$ cat config.mk
export PLATFORM = sky130hd
export DESIGN_NAME = timer_capture_measure
export DESIGN_NICKNAME = d
export VERILOG_FILES = /design/src/timer_capture_pkg.sv /design/src/edge_sync.sv /design/src/prescaler_taps.sv /design/src/timer_capture_measure.sv
export VERILOG_INCLUDE_DIRS = /design/src
export SDC_FILE = /design/constraint.sdc
export NUM_CORES = 1
export LEC_CHECK = 0
export ABC_AREA = 1
export BUFFER_PORTS_ARGS = -buffer_cell sky130_fd_sc_hd__buf_4
export CAP_MARGIN = 40
export CORE_ASPECT_RATIO = 0.8
export CORE_MARGIN = 1.5
export CORE_UTILIZATION = 35
export DETAILED_ROUTE_END_ITERATION = 6
export MAX_ROUTING_LAYER = met4
export PLACE_DENSITY_LB_ADDON = 0.08
export SLEW_MARGIN = 20
export SYNTH_ARGS = -nofsm -noshare
export SYNTH_HDL_FRONTEND = slang
export SYNTH_SLANG_ARGS = --single-unit
$ cat constraint.sdc
create_clock -name pclk -period 2.95 [get_ports pclk]
set_clock_uncertainty 0.05 [all_clocks]
set_input_delay 0.885 -clock pclk [delete_from_list [all_inputs] [get_ports pclk]]
set_output_delay 0.885 -clock pclk [all_outputs]
set_load 0.02 [all_outputs]
$ cat src/timer_capture_params.svh
// register offsets, field positions and reset values of the capture timer channel
`ifndef TIMER_CAPTURE_PARAMS_SVH
`define TIMER_CAPTURE_PARAMS_SVH

// byte offsets of the registers on the apb bus
`define OFS_ENABLE 8'h00
`define OFS_RUN 8'h04
`define OFS_MODE 8'h0C
`define OFS_FFCTRL 8'h10
`define OFS_STATUS 8'h14
`define OFS_MASK 8'h18
`define OFS_COMPARE0 8'h1C
`define OFS_COMPARE1 8'h20
`define OFS_CAPTURE0 8'h24
`define OFS_CAPTURE1 8'h28
`define OFS_COUNTER 8'h2C

// field positions
`define ENABLE_BIT 7
`define RUN_PRESCALE_BIT 2
`define RUN_COUNT_BIT 0
`define MODE_CLKSEL_HI 2
`define MODE_CLKSEL_LO 0
`define MODE_CLEAR_BIT 3
`define MODE_CPM_HI 5
`define MODE_CPM_LO 4
`define MODE_WIDTH 7
`define FF_TOGGLE1_BIT 3
`define FF_TOGGLE0_BIT 2
`define FF_CMD_HI 1
`define FF_CMD_LO 0
`define FF_WIDTH 4

// interrupt status and mask layout
`define ST_MATCH0 0
`define ST_MATCH1 1
`define ST_OVERFLOW 2
`define ST_CAPTURE0 3
`define ST_CAPTURE1 4
`define ST_WIDTH 5

// reset values, and the fixed read value of the flop command field
`define RST_MODE 7'h00
`define RST_FF 4'h0
`define RST_MASK 5'h00
`define FF_CMD_READ 2'h3

`endif

$ cat src/timer_capture_pkg.sv
// types shared by the capture timer channel
package timer_capture_pkg;

    // capture trigger selection
    typedef enum logic [1:0] {
        CPM_OFF = 2'h0,
        CPM_PIN_RISE = 2'h1,
        CPM_PIN_BOTH = 2'h2,
        CPM_FLOP_BOTH = 2'h3
    } capture_mode_e;

    // counter source selection
    typedef enum logic [2:0] {
        CLK_PIN = 3'h0,
        CLK_TAP1 = 3'h1,
        CLK_TAP2 = 3'h2,
        CLK_TAP3 = 3'h3
    } clock_select_e;

    // software command to the toggle flip-flop
    typedef enum logic [1:0] {
        FF_INVERT = 2'h0,
        FF_SET = 2'h1,
        FF_CLEAR = 2'h2,
        FF_KEEP = 2'h3
    } ff_cmd_e;

endpackage

$ cat src/edge_sync.sv
// two-flop synchroniser with rising and falling edge pulses
module edge_sync (
    // clock and reset
    input wire logic pclk,
    input wire logic presetn,
    // asynchronous level and its edges
    input wire logic async_in,
    output logic rise,
    output logic fall
);

    logic meta;
    logic stable;
    logic last;

    // meta is read only by stable; edges look at stable and last
    always_ff @(posedge pclk or negedge presetn) begin
        if (!presetn) begin
            meta <= 1'b0;
            stable <= 1'b0;
            last <= 1'b0;
        end else begin
            meta <= async_in;
            stable <= meta;
            last <= stable;
        end
    end

    assign rise = stable & ~last;
    assign fall = ~stable & last;

endmodule

$ cat src/prescaler_taps.sv
// prescaler producing one-cycle tick enables at three division ratios
module prescaler_taps #(
    parameter int TAP1_DIV = 2,
    parameter int TAP2_DIV = 8,
    parameter int TAP3_DIV = 32
) (
    // clock and reset
    input wire logic pclk,
    input wire logic presetn,
    // control and ticks
    input wire logic run,
    output logic [2:0] tick
);

    localparam int CW = $clog2(TAP3_DIV);

    // power-of-two ratios let each tap be a mask test on one counter
    if (TAP1_DIV < 2 || (TAP1_DIV & (TAP1_DIV - 1)) != 0 || (TAP2_DIV & (TAP2_DIV - 1)) != 0 ||
        (TAP3_DIV & (TAP3_DIV - 1)) != 0 || TAP2_DIV < TAP1_DIV || TAP3_DIV < TAP2_DIV) begin : g_bad
        $error("prescaler ratios must be rising powers of two");
    end

    logic [CW-1:0] count;
    logic [CW-1:0] next_count;

    // stopping clears the divider so a restart begins a full period
    always_comb begin
        next_count = run ? CW'(count + 1'b1) : '0;
    end

    always_ff @(posedge pclk or negedge presetn) begin
        if (!presetn) begin
            count <= '0;
        end else begin
            count <= next_count;
        end
    end

    assign tick[0] = run && ((count & CW'(TAP1_DIV - 1)) == CW'(TAP1_DIV - 1));
    assign tick[1] = run && ((count & CW'(TAP2_DIV - 1)) == CW'(TAP2_DIV - 1));
    assign tick[2] = run && ((count & CW'(TAP3_DIV - 1)) == CW'(TAP3_DIV - 1));

endmodule

$ cat src/timer_capture_measure.sv
// capture/compare timer channel with apb registers and one interrupt
`include "timer_capture_params.svh"

module timer_capture_measure
    import timer_capture_pkg::*;
#(
    parameter int W = 16,
    parameter int TAP1_DIV = 2,
    parameter int TAP2_DIV = 8,
    parameter int TAP3_DIV = 32
) (
    // clock and reset
    input wire logic pclk,
    input wire logic presetn,
    // apb slave
    input wire logic psel,
    input wire logic penable,
    input wire logic pwrite,
    input wire logic [7:0] paddr,
    input wire logic [31:0] pwdata,
    output logic [31:0] prdata,
    output logic pready,
    output logic pslverr,
    // measured pin and companion channel flop
    input wire logic ext_capture_input,
    input wire logic companion_toggle_in,
    // outputs
    output logic toggle_flipflop,
    output logic irq
);

    if (W < 2 || W > 32) begin : g_bad_width
        $error("counter width must lie between 2 and 32");
    end

    // address decode shared by read and write paths
    function automatic logic is_reg(input logic [7:0] addr, input logic [7:0] ofs);
        return addr == ofs;
    endfunction

    function automatic logic mapped(input logic [7:0] addr);
        return is_reg(addr, `OFS_ENABLE) || is_reg(addr, `OFS_RUN) || is_reg(addr, `OFS_MODE) ||
               is_reg(addr, `OFS_FFCTRL) || is_reg(addr, `OFS_STATUS) || is_reg(addr, `OFS_MASK) ||
               is_reg(addr, `OFS_COMPARE0) || is_reg(addr, `OFS_COMPARE1) ||
               is_reg(addr, `OFS_CAPTURE0) || is_reg(addr, `OFS_CAPTURE1) || is_reg(addr, `OFS_COUNTER);
    endfunction

    // software state
    logic enable_register;
    logic [1:0] run_register;
    logic [`MODE_WIDTH-1:0] mode_register;
    logic [`FF_WIDTH-1:0] flipflop_control;
    logic [`ST_WIDTH-1:0] interrupt_mask_register;
    logic [W-1:0] compare_reg_0;
    logic [W-1:0] compare_reg_1;
    logic next_enable;
    logic [1:0] next_run;
    logic [`MODE_WIDTH-1:0] next_mode;
    logic [`FF_WIDTH-1:0] next_ffctrl;
    logic [`ST_WIDTH-1:0] next_mask;
    logic [W-1:0] next_compare0;
    logic [W-1:0] next_compare1;

    // timer state
    logic [W-1:0] up_counter;
    logic [W-1:0] capture_reg_0;
    logic [W-1:0] capture_reg_1;
    logic companion_last;
    logic [W-1:0] next_counter;
    logic [W-1:0] next_capture0;
    logic [W-1:0] next_capture1;
    logic next_toggle;

    // interrupt state
    logic [`ST_WIDTH-1:0] status;
    logic [`ST_WIDTH-1:0] next_status;
    logic [`ST_WIDTH-1:0] events;

    // read path
    logic [31:0] next_prdata;
    logic next_pslverr;

    logic wr_access;
    logic setup;
    logic pin_rise;
    logic pin_fall;
    logic [2:0] tap_tick;
    logic prescale_run;
    logic count_run;
    logic count_tick;
    logic comp_rise;
    logic comp_fall;
    logic cap0_hit;
    logic cap1_hit;
    logic match0;
    logic match1;
    logic wrap;
    capture_mode_e cpm;
    clock_select_e clksel;
    ff_cmd_e ff_cmd;

    assign pready = 1'b1;
    assign setup = psel && !penable;
    assign wr_access = psel && penable && pwrite;
    assign cpm = capture_mode_e'(mode_register[`MODE_CPM_HI:`MODE_CPM_LO]);
    assign clksel = clock_select_e'(mode_register[`MODE_CLKSEL_HI:`MODE_CLKSEL_LO]);
    assign ff_cmd = ff_cmd_e'(pwdata[`FF_CMD_HI:`FF_CMD_LO]);

    // pin goes through two flops before any edge logic
    edge_sync u_pin (
        .pclk(pclk),
        .presetn(presetn),
        .async_in(ext_capture_input),
        .rise(pin_rise),
        .fall(pin_fall)
    );

    // both run bits and the channel enable gate the prescaler and counter
    assign prescale_run = enable_register && run_register[1] && run_register[0];
    assign count_run = prescale_run;

    prescaler_taps #(
        .TAP1_DIV(TAP1_DIV),
        .TAP2_DIV(TAP2_DIV),
        .TAP3_DIV(TAP3_DIV)
    ) u_prescaler (
        .pclk(pclk),
        .presetn(presetn),
        .run(prescale_run),
        .tick(tap_tick)
    );

    // counter source; reserved selections never advance the counter
    always_comb begin
        unique case (clksel)
            CLK_PIN: count_tick = count_run && pin_rise;
            CLK_TAP1: count_tick = count_run && tap_tick[0];
            CLK_TAP2: count_tick = count_run && tap_tick[1];
            CLK_TAP3: count_tick = count_run && tap_tick[2];
            default: count_tick = 1'b0;
        endcase
    end

    // companion flop comes from the same clock domain, so no synchroniser
    assign comp_rise = companion_toggle_in && !companion_last;
    assign comp_fall = !companion_toggle_in && companion_last;

    // capture triggers per capture mode
    always_comb begin
        unique case (cpm)
            CPM_OFF: begin
                cap0_hit = 1'b0;
                cap1_hit = 1'b0;
            end
            CPM_PIN_RISE: begin
                cap0_hit = pin_rise;
                cap1_hit = 1'b0;
            end
            CPM_PIN_BOTH: begin
                cap0_hit = pin_rise;
                cap1_hit = pin_fall;
            end
            CPM_FLOP_BOTH: begin
                cap0_hit = comp_rise;
                cap1_hit = comp_fall;
            end
        endcase
    end

    // matches are judged on the value the counter is about to take
    assign wrap = count_tick && (up_counter == {W{1'b1}});
    assign match0 = count_tick && (next_counter == compare_reg_0);
    assign match1 = count_tick && (next_counter == compare_reg_1);

    // counter, captures and toggle flop
    always_comb begin
        next_counter = up_counter;
        next_capture0 = capture_reg_0;
        next_capture1 = capture_reg_1;
        next_toggle = toggle_flipflop;
        if (!count_run) begin
            next_counter = '0;
        end else if (count_tick) begin
            if (mode_register[`MODE_CLEAR_BIT] && up_counter == compare_reg_1) begin
                next_counter = '0;
            end else begin
                next_counter = W'(up_counter + 1'b1);
            end
        end
        if (cap0_hit) begin
            next_capture0 = up_counter;
        end
        if (cap1_hit) begin
            next_capture1 = up_counter;
        end
        // each enable only acts on its own match; with both clear the level holds
        if ((match0 && flipflop_control[`FF_TOGGLE0_BIT]) ^ (match1 && flipflop_control[`FF_TOGGLE1_BIT])) begin
            next_toggle = !toggle_flipflop;
        end
        // a set, clear or invert command written in the same cycle overrides the match; a keep command lets the match toggle through
        if (wr_access && is_reg(paddr, `OFS_FFCTRL)) begin
            unique case (ff_cmd)
                FF_INVERT: next_toggle = !toggle_flipflop;
                FF_SET: next_toggle = 1'b1;
                FF_CLEAR: next_toggle = 1'b0;
                FF_KEEP: next_toggle = next_toggle;
            endcase
        end
    end

    always_ff @(posedge pclk or negedge presetn) begin
        if (!presetn) begin
            up_counter <= '0;
            capture_reg_0 <= '0;
            capture_reg_1 <= '0;
            toggle_flipflop <= 1'b0;
            companion_last <= 1'b0;
        end else begin
            up_counter <= next_counter;
            capture_reg_0 <= next_capture0;
            capture_reg_1 <= next_capture1;
            toggle_flipflop <= next_toggle;
            companion_last <= companion_toggle_in;
        end
    end

    // software-written registers
    always_comb begin
        next_enable = enable_register;
        next_run = run_register;
        next_mode = mode_register;
        next_ffctrl = flipflop_control;
        next_mask = interrupt_mask_register;
        next_compare0 = compare_reg_0;
        next_compare1 = compare_reg_1;
        if (wr_access) begin
            if (is_reg(paddr, `OFS_ENABLE)) begin
                next_enable = pwdata[`ENABLE_BIT];
            end
            if (is_reg(paddr, `OFS_RUN)) begin
                next_run = {pwdata[`RUN_PRESCALE_BIT], pwdata[`RUN_COUNT_BIT]};
            end
            if (is_reg(paddr, `OFS_MODE)) begin
                next_mode = pwdata[`MODE_WIDTH-1:0];
            end
            if (is_reg(paddr, `OFS_FFCTRL)) begin
                next_ffctrl = {pwdata[`FF_TOGGLE1_BIT], pwdata[`FF_TOGGLE0_BIT], 2'h0};
            end
            if (is_reg(paddr, `OFS_MASK)) begin
                next_mask = pwdata[`ST_WIDTH-1:0];
            end
            if (is_reg(paddr, `OFS_COMPARE0)) begin
                next_compare0 = pwdata[W-1:0];
            end
            if (is_reg(paddr, `OFS_COMPARE1)) begin
                next_compare1 = pwdata[W-1:0];
            end
        end
    end

    always_ff @(posedge pclk or negedge presetn) begin
        if (!presetn) begin
            enable_register <= 1'b0;
            run_register <= 2'h0;
            mode_register <= `RST_MODE;
            flipflop_control <= `RST_FF;
            interrupt_mask_register <= `RST_MASK;
            compare_reg_0 <= '0;
            compare_reg_1 <= '0;
        end else begin
            enable_register <= next_enable;
            run_register <= next_run;
            mode_register <= next_mode;
            flipflop_control <= next_ffctrl;
            interrupt_mask_register <= next_mask;
            compare_reg_0 <= next_compare0;
            compare_reg_1 <= next_compare1;
        end
    end

    // sticky status; a new event wins over a write-one clear in the same cycle
    always_comb begin
        events = '0;
        events[`ST_MATCH0] = match0;
        events[`ST_MATCH1] = match1;
        events[`ST_OVERFLOW] = wrap;
        events[`ST_CAPTURE0] = cap0_hit;
        events[`ST_CAPTURE1] = cap1_hit;
        next_status = status;
        if (wr_access && is_reg(paddr, `OFS_STATUS)) begin
            next_status = status & ~pwdata[`ST_WIDTH-1:0];
        end
        next_status = next_status | events;
    end

    always_ff @(posedge pclk or negedge presetn) begin
        if (!presetn) begin
            status <= '0;
        end else begin
            status <= next_status;
        end
    end

    // a set mask bit suppresses its source, a clear one lets it through
    assign irq = |(status & ~interrupt_mask_register);

    // read data is captured in the setup cycle so the access needs no wait state
    always_comb begin
        next_prdata = prdata;
        next_pslverr = 1'b0;
        if (setup) begin
            next_prdata = '0;
            next_pslverr = !mapped(paddr) || (paddr[1:0] != 2'h0);
            if (!pwrite) begin
                if (is_reg(paddr, `OFS_ENABLE)) begin
                    next_prdata[`ENABLE_BIT] = enable_register;
                end
                if (is_reg(paddr, `OFS_RUN)) begin
                    next_prdata[`RUN_PRESCALE_BIT] = run_register[1];
                    next_prdata[`RUN_COUNT_BIT] = run_register[0];
                end
                if (is_reg(paddr, `OFS_MODE)) begin
                    next_prdata[`MODE_WIDTH-1:0] = mode_register;
                end
                if (is_reg(paddr, `OFS_FFCTRL)) begin
                    next_prdata[`FF_WIDTH-1:0] = {flipflop_control[`FF_WIDTH-1:2], `FF_CMD_READ};
                end
                if (is_reg(paddr, `OFS_STATUS)) begin
                    next_prdata[`ST_WIDTH-1:0] = status;
                end
                if (is_reg(paddr, `OFS_MASK)) begin
                    next_prdata[`ST_WIDTH-1:0] = interrupt_mask_register;
                end
                if (is_reg(paddr, `OFS_COMPARE0)) begin
                    next_prdata[W-1:0] = compare_reg_0;
                end
                if (is_reg(paddr, `OFS_COMPARE1)) begin
                    next_prdata[W-1:0] = compare_reg_1;
                end
                if (is_reg(paddr, `OFS_CAPTURE0)) begin
                    next_prdata[W-1:0] = capture_reg_0;
                end
                if (is_reg(paddr, `OFS_CAPTURE1)) begin
                    next_prdata[W-1:0] = capture_reg_1;
                end
                if (is_reg(paddr, `OFS_COUNTER)) begin
                    next_prdata[W-1:0] = up_counter;
                end
            end
        end else if (psel && penable) begin
            next_pslverr = pslverr;
        end
    end

    always_ff @(posedge pclk or negedge presetn) begin
        if (!presetn) begin
            prdata <= '0;
            pslverr <= 1'b0;
        end else begin
            prdata <= next_prdata;
            pslverr <= next_pslverr;
        end
    end

endmodule

==> results of run 1 <==
-- cells by family after synthesis --
logic type / count (synthesis) / share of synthesized area
AO/OA/AOI/OAI: 186 / 0.148
adder cells (fa/ha/maj): 7 / 0.0119
buffers and inverters: 178 / 0.103
XOR/XNOR: 12 / 0.0143
flip-flops: 129 / 0.439
other: 2 / 0.00102
AND/OR/NAND/NOR: 487 / 0.282
-- registers in the layout, summed over array words and instances (netlist names), 2 cells and up --
signal and flops:
capture_reg_0 16, interrupt_mask_register 5, u_prescaler.count 5, mode_register 7, capture_reg_1 16, prdata 16
compare_reg_1 16, run_register 2, flipflop_control 2, status 5, up_counter 16, compare_reg_0 16
-- final timing paths --
check                                startpoint                to  slack, ns  cells after the start
max                        u_prescaler.count[0]   toggle_flipflop      -0.07                     22
min                                  u_pin.meta      u_pin.stable       0.30                      0
max reg2reg                u_prescaler.count[0]   toggle_flipflop      -0.07                     22
min reg2reg                          u_pin.meta      u_pin.stable       0.30                      0
max in group asynchronous               presetn  compare_reg_0[6]       1.86                      2
min in group asynchronous               presetn        u_pin.meta       0.37                      1
-- cells in the final DEF (no fill, tap or decap), types with 6 or more instances in the layout --
master and n:
inv_1 120, nand3_1 39, xor2_1 10, conb_1 17, nor3_1 6, nor2_1 81
buf_4 127, nand4_1 14, o21ai_1 7, buf_6 6, inv_2 13, clkbuf_16 17
a21oi_1 31, dfrtp_1 129, o211ai_1 12, o221ai_1 7, o21ai_0 101, nor2_4 9
a32o_1 11, nor2_2 14, nand2_2 11, nand2_1 301
-- per-stage QoR --
stage                     utilization  instances  hold slack, ns  power, W  setup TNS [ns]
after floorplan                     -       1016           0.281   0.00198               0
after global placement          0.411       1370           0.291   0.00210          -0.301
after detailed placement        0.411       1370           0.295   0.00210          -0.318
after CTS                       0.443       1404           0.300   0.00418        -0.00429
after global routing            0.449       1411           0.307   0.00430          -0.495
final                           0.449       1411           0.297   0.00414          -0.107
-- routing by layer --
layer  vias up  track usage
met3        15       0.0461
met1      3215        0.393
met5         -            -
met2       213        0.286
li1       3461            -
met4         0       0.0516
-- report_power, final --
part	switching [W]	internal (W)	total, W
Sequential	0.0000262	0.00180	0.00183
Combinational	0.000152	0.0000812	0.000233
Clock	0.000848	0.00123	0.00208
Total	0.00103	0.00311	0.00414
-- area by class of cell --
class                           count  area, sq um  area share
Inverter                          135          507      0.0547
Sequential cell                   129         3230       0.348
Multi-Input combinational cell    709         3520       0.380
Clock buffer                       21          470      0.0508
Clock inverter                     11          104      0.0112
Tap cell                          269          337      0.0363
Timing Repair Buffer              137         1100       0.118
-- repair_timing --
item                       in CTS  in global routing
pin swaps                       8                 15
setup buffers                   2                  8
gates resized for setup        17                 20
setup endpoints to repair       1                  3
==> metrics.txt, run 1 <==
Post-DRT Antenna Nets 0; crit path max-delay cell type dfrtp_1; Worst Tran Pin Value 0.564 ns; CTS Hold Bufs 0; chip height 133 um; Antenna diodes 0; clk_lat worst skew 0.43 ns; CTS clk-pin slew, worst paths 0.06 ns; met3 WL 1.75 mm; Post-synth top flop dfrtp_1; top cell type's share of synthesized area 0.439; met1 WL 13.3 mm; asr flop ratio synth 1.00; Layout area overhead 26.0%; crit-path cells ha_2 > buf_4 > ha_1 > nand2_2 > nand3_4 > buf_6 > nand3_4 > nor2_4 > nand3_4 > nand2_8 > buf_8 > nor2_4 > xor2_1 > nand2_1 > nor2_2 > nand3_2 > nor2_2 > inv_1 > nand2_1 > nand3_1 > nand2_1 > inv_1; hpwl dp 18.4 mm; max-cap check violation count 0; layout cells sized above 1 0.200; top sig layer met4; final setup fails 2; status finished, violations left; most frequent cell after synthesis nand2_1; HP Class register to register; static leakage power 4.45 nW; Fillers 2,171; VDD IR max 0.286 mV; minimum clock period 3.02 ns; Fin. Hold Viols 0; crit path max fanout 7; Commonest cells post-synth nand2_1, dfrtp_1, inv_1, o21ai_0, nor2_1; vias in the first global route 6,277; pwr/cell area 447 nW/um^2; FMAX between 300 and 400 MHz; CP delay by family, top simple AND/OR/NAND/NOR gates; worst slack at placement -0.166 ns; area leader, netlist dfrtp_1; gpl congestion 0.896; crit path kind register to register; syn_area_per_cell 7.34 sq um; CP startpoint kind register; grt total ovfl 0; pin count of the biggest net entering global routing 53; fin. max-slew vios 0; relative slew slack 0.623; DRC errors left 0; Longest Clk Path Bufs 2; failing checks negative setup slack; Mapped Area 7350 sq um; Synth area leaders dfrtp_1, nand2_1, o21ai_0; die area between 20,000 and 25,000 sq um; FP Rows 47; final net count 1,183; DR WL met2 around 8.9 mm; Via-to-Cell Ratio 4.89; global-route wire length before repair 37.3 mm; Wirelength per Cell 17.1 um; Critical path buffers and inverters 5; Worst setup EP type register; # H-tree levels 4; number of flops mapped to enable cells by yosys 0; Root Driver clkbuf_16; post-route cell area 9270 sq um; total CTS buffers 17; RSZ-0062 raised after global routing yes; IO Port Bufs 49; Vias 6,904; antenna violations before repair 0; Crit path largest cell delay 0.38 ns; Post-Syn Instances 1,001; CTS tree yes; Final Worst Setup Slack -0.0652 ns; die width 165 um; sequential fraction of the synthesis area 0.439; Tcrit/Tclk final 1.02; 1st-iter DRT viols 703; Yosys warning count 0; Core Box Area 20,600 sq um; drt pass-1 iters 6; DP Area 8490 sq um; final wirelength roughly 24 mm; total global-route track usage 0.238; Worst Path Arrival 3.29 ns; post-synthesis cell type count 40; CP required 3.22 ns; clk sinks ~130; Initial Utilization 0.356; flop and latch count out of synthesis ~130; number of placed I/O pins 83
Power figures use the tool's default switching activity.
==> inputs of run 2 (changes only) <==
- BUFFER_PORTS_ARGS: -buffer_cell sky130_fd_sc_hd__buf_4 -> default
- DONT_BUFFER_PORTS: default -> 1
- SKIP_LAST_GASP: default -> 1
==> run 2 against run 1 <==
Maximum frequency rose by 5.5%. Final cell count decreased by 4.5%. Die area did not move. Critical endpoint unchanged. Register-to-register slack better by 0.16 ns. Worst setup slack better by 0.16 ns. Flip-flop and latch count stayed put. Combinational power fell by 36%. Sequential power is essentially flat. The flow now finishes without violations.
==> metrics.txt, run 2 (synthesis results as in run 1) <==
Critical path buffers and inverters 3; minimum clock period roughly 2.9 ns; DRC errors left 0; CP required 3.23 ns; Post-DRT Antenna Nets 0; final net count approximately 1,100; Initial Utilization 0.356; CP startpoint kind register; gpl congestion 0.900; static leakage power 4.20 nW; total global-route track usage 0.242; most common cell after layout, fill and taps aside nand2_1; Tcrit/Tclk final 0.969; clk sinks 129; crit path kind register to register; CP delay by family, top simple AND/OR/NAND/NOR gates; die area 21,900 sq um; Worst setup EP type register; Layout area overhead 21.5%; crit-path cells ha_4 > nand2_4 > nor2_4 > ha_4 > nand2_4 > nand3_4 > nand2_4 > nor2_4 > buf_6 > nand2_4 > xor2_2 > nor2_2 > xor2_1 > nand2_1 > nor2_2 > nand3_2 > nor2_4 > inv_2 > nand2_2 > nand3_2 > nand2_1 > inv_1; Core Box Area 20,600 sq um; total CTS buffers 17; most frequent cells in the layout nand2_1, dfrtp_1, inv_1; Most Crowded Layer GR met1; layout cells sized above 1 0.177; pin count of the biggest net entering global routing 130; Worst Path Arrival 3.14 ns; fin. max-slew vios 0; DP Area 7990 sq um; clk_lat worst skew 0.43 ns; RSZ-0062 raised after global routing yes; VDD IR max 0.226 mV; pwr/cell area 472 nW/um^2; grt total ovfl 0; worst slack at placement -0.177 ns; final setup fails 0; CTS tree yes; IO Port Bufs 0; post-route cell area 8930 sq um; crit path max-delay cell type dfrtp_1; final wirelength between 20 and 25 mm; crit path max fanout 4; Root Driver clkbuf_16; max-cap check violation count 0; Longest Clk Path Bufs 2; number of placed I/O pins 83; Wirelength per Cell around 18 um; die width ~170 um; drt pass-1 iters 6; antenna violations before repair 0; global-route wire length before repair 37.7 mm; Crit path largest cell delay 0.38 ns; hpwl dp between 15 and 20 mm; Worst Tran Pin Value between 0.7 and 0.8 ns; CTS clk-pin slew, worst paths 0.06 ns; Via-to-Cell Ratio just under 5; cell repeated most along the worst path nand2_4; 1st-iter DRT viols approximately 750; met2 Usage GRT 0.279; chip height 133 um; FMAX 350 MHz; # H-tree levels 4; Vias between 6,000 and 7,000; CTS Hold Bufs 0; HP Class primary input to async pin; Fin. Hold Viols 0; FP Rows 47; status completed; relative slew slack 0.467; M3 GR Usage 0.0483; Antenna diodes 0; vias in the first global route 6,187; Final Worst Setup Slack slightly above 0.09 ns; met1 usage 0.400
==> run 2: cell count changes in the layout (fill, tap and decap cells not counted), moves of 4 or more <==
cell        delta
nor2_2         +6
buf_4         -60
clkinvlp_4     -4
nand2_1        -8
nor2_1         -7
nand2_2        +5
==> run 2: worst register-to-register path, stage by stage (launching register included) <==
cell	delay, ns
dfrtp_1	0.38
ha_4	0.17
nand2_4	0.05
nor2_4	0.10
ha_4	0.15
nand2_4	0.05
nand3_4	0.11
nand2_4	0.06
nor2_4	0.17
buf_6	0.14
nand2_4	0.04
xor2_2	0.15
nor2_2	0.18
xor2_1	0.18
nand2_1	0.14
nor2_2	0.15
nand3_2	0.14
nor2_4	0.12
inv_2	0.04
nand2_2	0.05
nand3_2	0.05
nand2_1	0.06
inv_1	0.04
==> run 2: metal layers <==
metal	up-vias	wire [um]
li1	3322	-
met1	3126	13700
met2	211	8840
met3	23	1630
met4	0	342
met5	-	0
==> run 2: path summary, 6_finish.rpt <==
check / from / to / slack [ns] / cells past startpoint
worst max-delay path: u_prescaler.count[0] / toggle_flipflop / 0.09 / 22
worst min-delay path: presetn / u_pin.last / 0.10 / 0
worst max register to register: u_prescaler.count[0] / toggle_flipflop / 0.09 / 22
worst min register to register: u_pin.meta / u_pin.stable / 0.30 / 0
max in group asynchronous: presetn / u_pin.stable / 2.40 / 0
min in group pclk: u_pin.meta / u_pin.stable / 0.30 / 0
==> run 2: repair_timing <==
action                     4_1_cts  5_1_grt
gates cloned                     1        0
pin swaps                       13       32
setup buffers                    3        5
setup endpoints to repair        1        2
gates resized for setup         23       45
==> run 2: area by class of cell <==
class	count	area, sq um
inverter	135	507
clock buffer	22	484
tap	269	337
clock inverter	9	130
fill	2122	11700
multi-input combinational	710	3670
timing repair buffer	73	579
sequential	129	3230
==> run 2: where the power goes <==
part	total, W	switching, W	leakage (nW)	internal [W]
combinational	0.000149	0.000104	2.28	0.0000446
clock	0.00224	0.000826	0.302	0.00141
sequential	0.00183	0.0000310	1.62	0.00180
total	0.00422	0.000961	4.20	0.00326
==> run 2: per-stage QoR <==
| stage | TNS [ns] | util | std cells | hold slack, ns | power (W) |
|---|---|---|---|---|---|
| global route | -0.117 | 0.433 | 1347 | 0.0801 | 0.00435 |
| floorplan | 0 | - | 1016 | 0.281 | 0.00198 |
| global placement | -0.339 | 0.387 | 1307 | 0.284 | 0.00201 |
| finish | 0 | 0.433 | 1347 | 0.103 | 0.00422 |
| CTS | -0.00406 | 0.423 | 1342 | 0.0874 | 0.00425 |
| detailed placement | -0.427 | 0.387 | 1307 | 0.289 | 0.00201 |
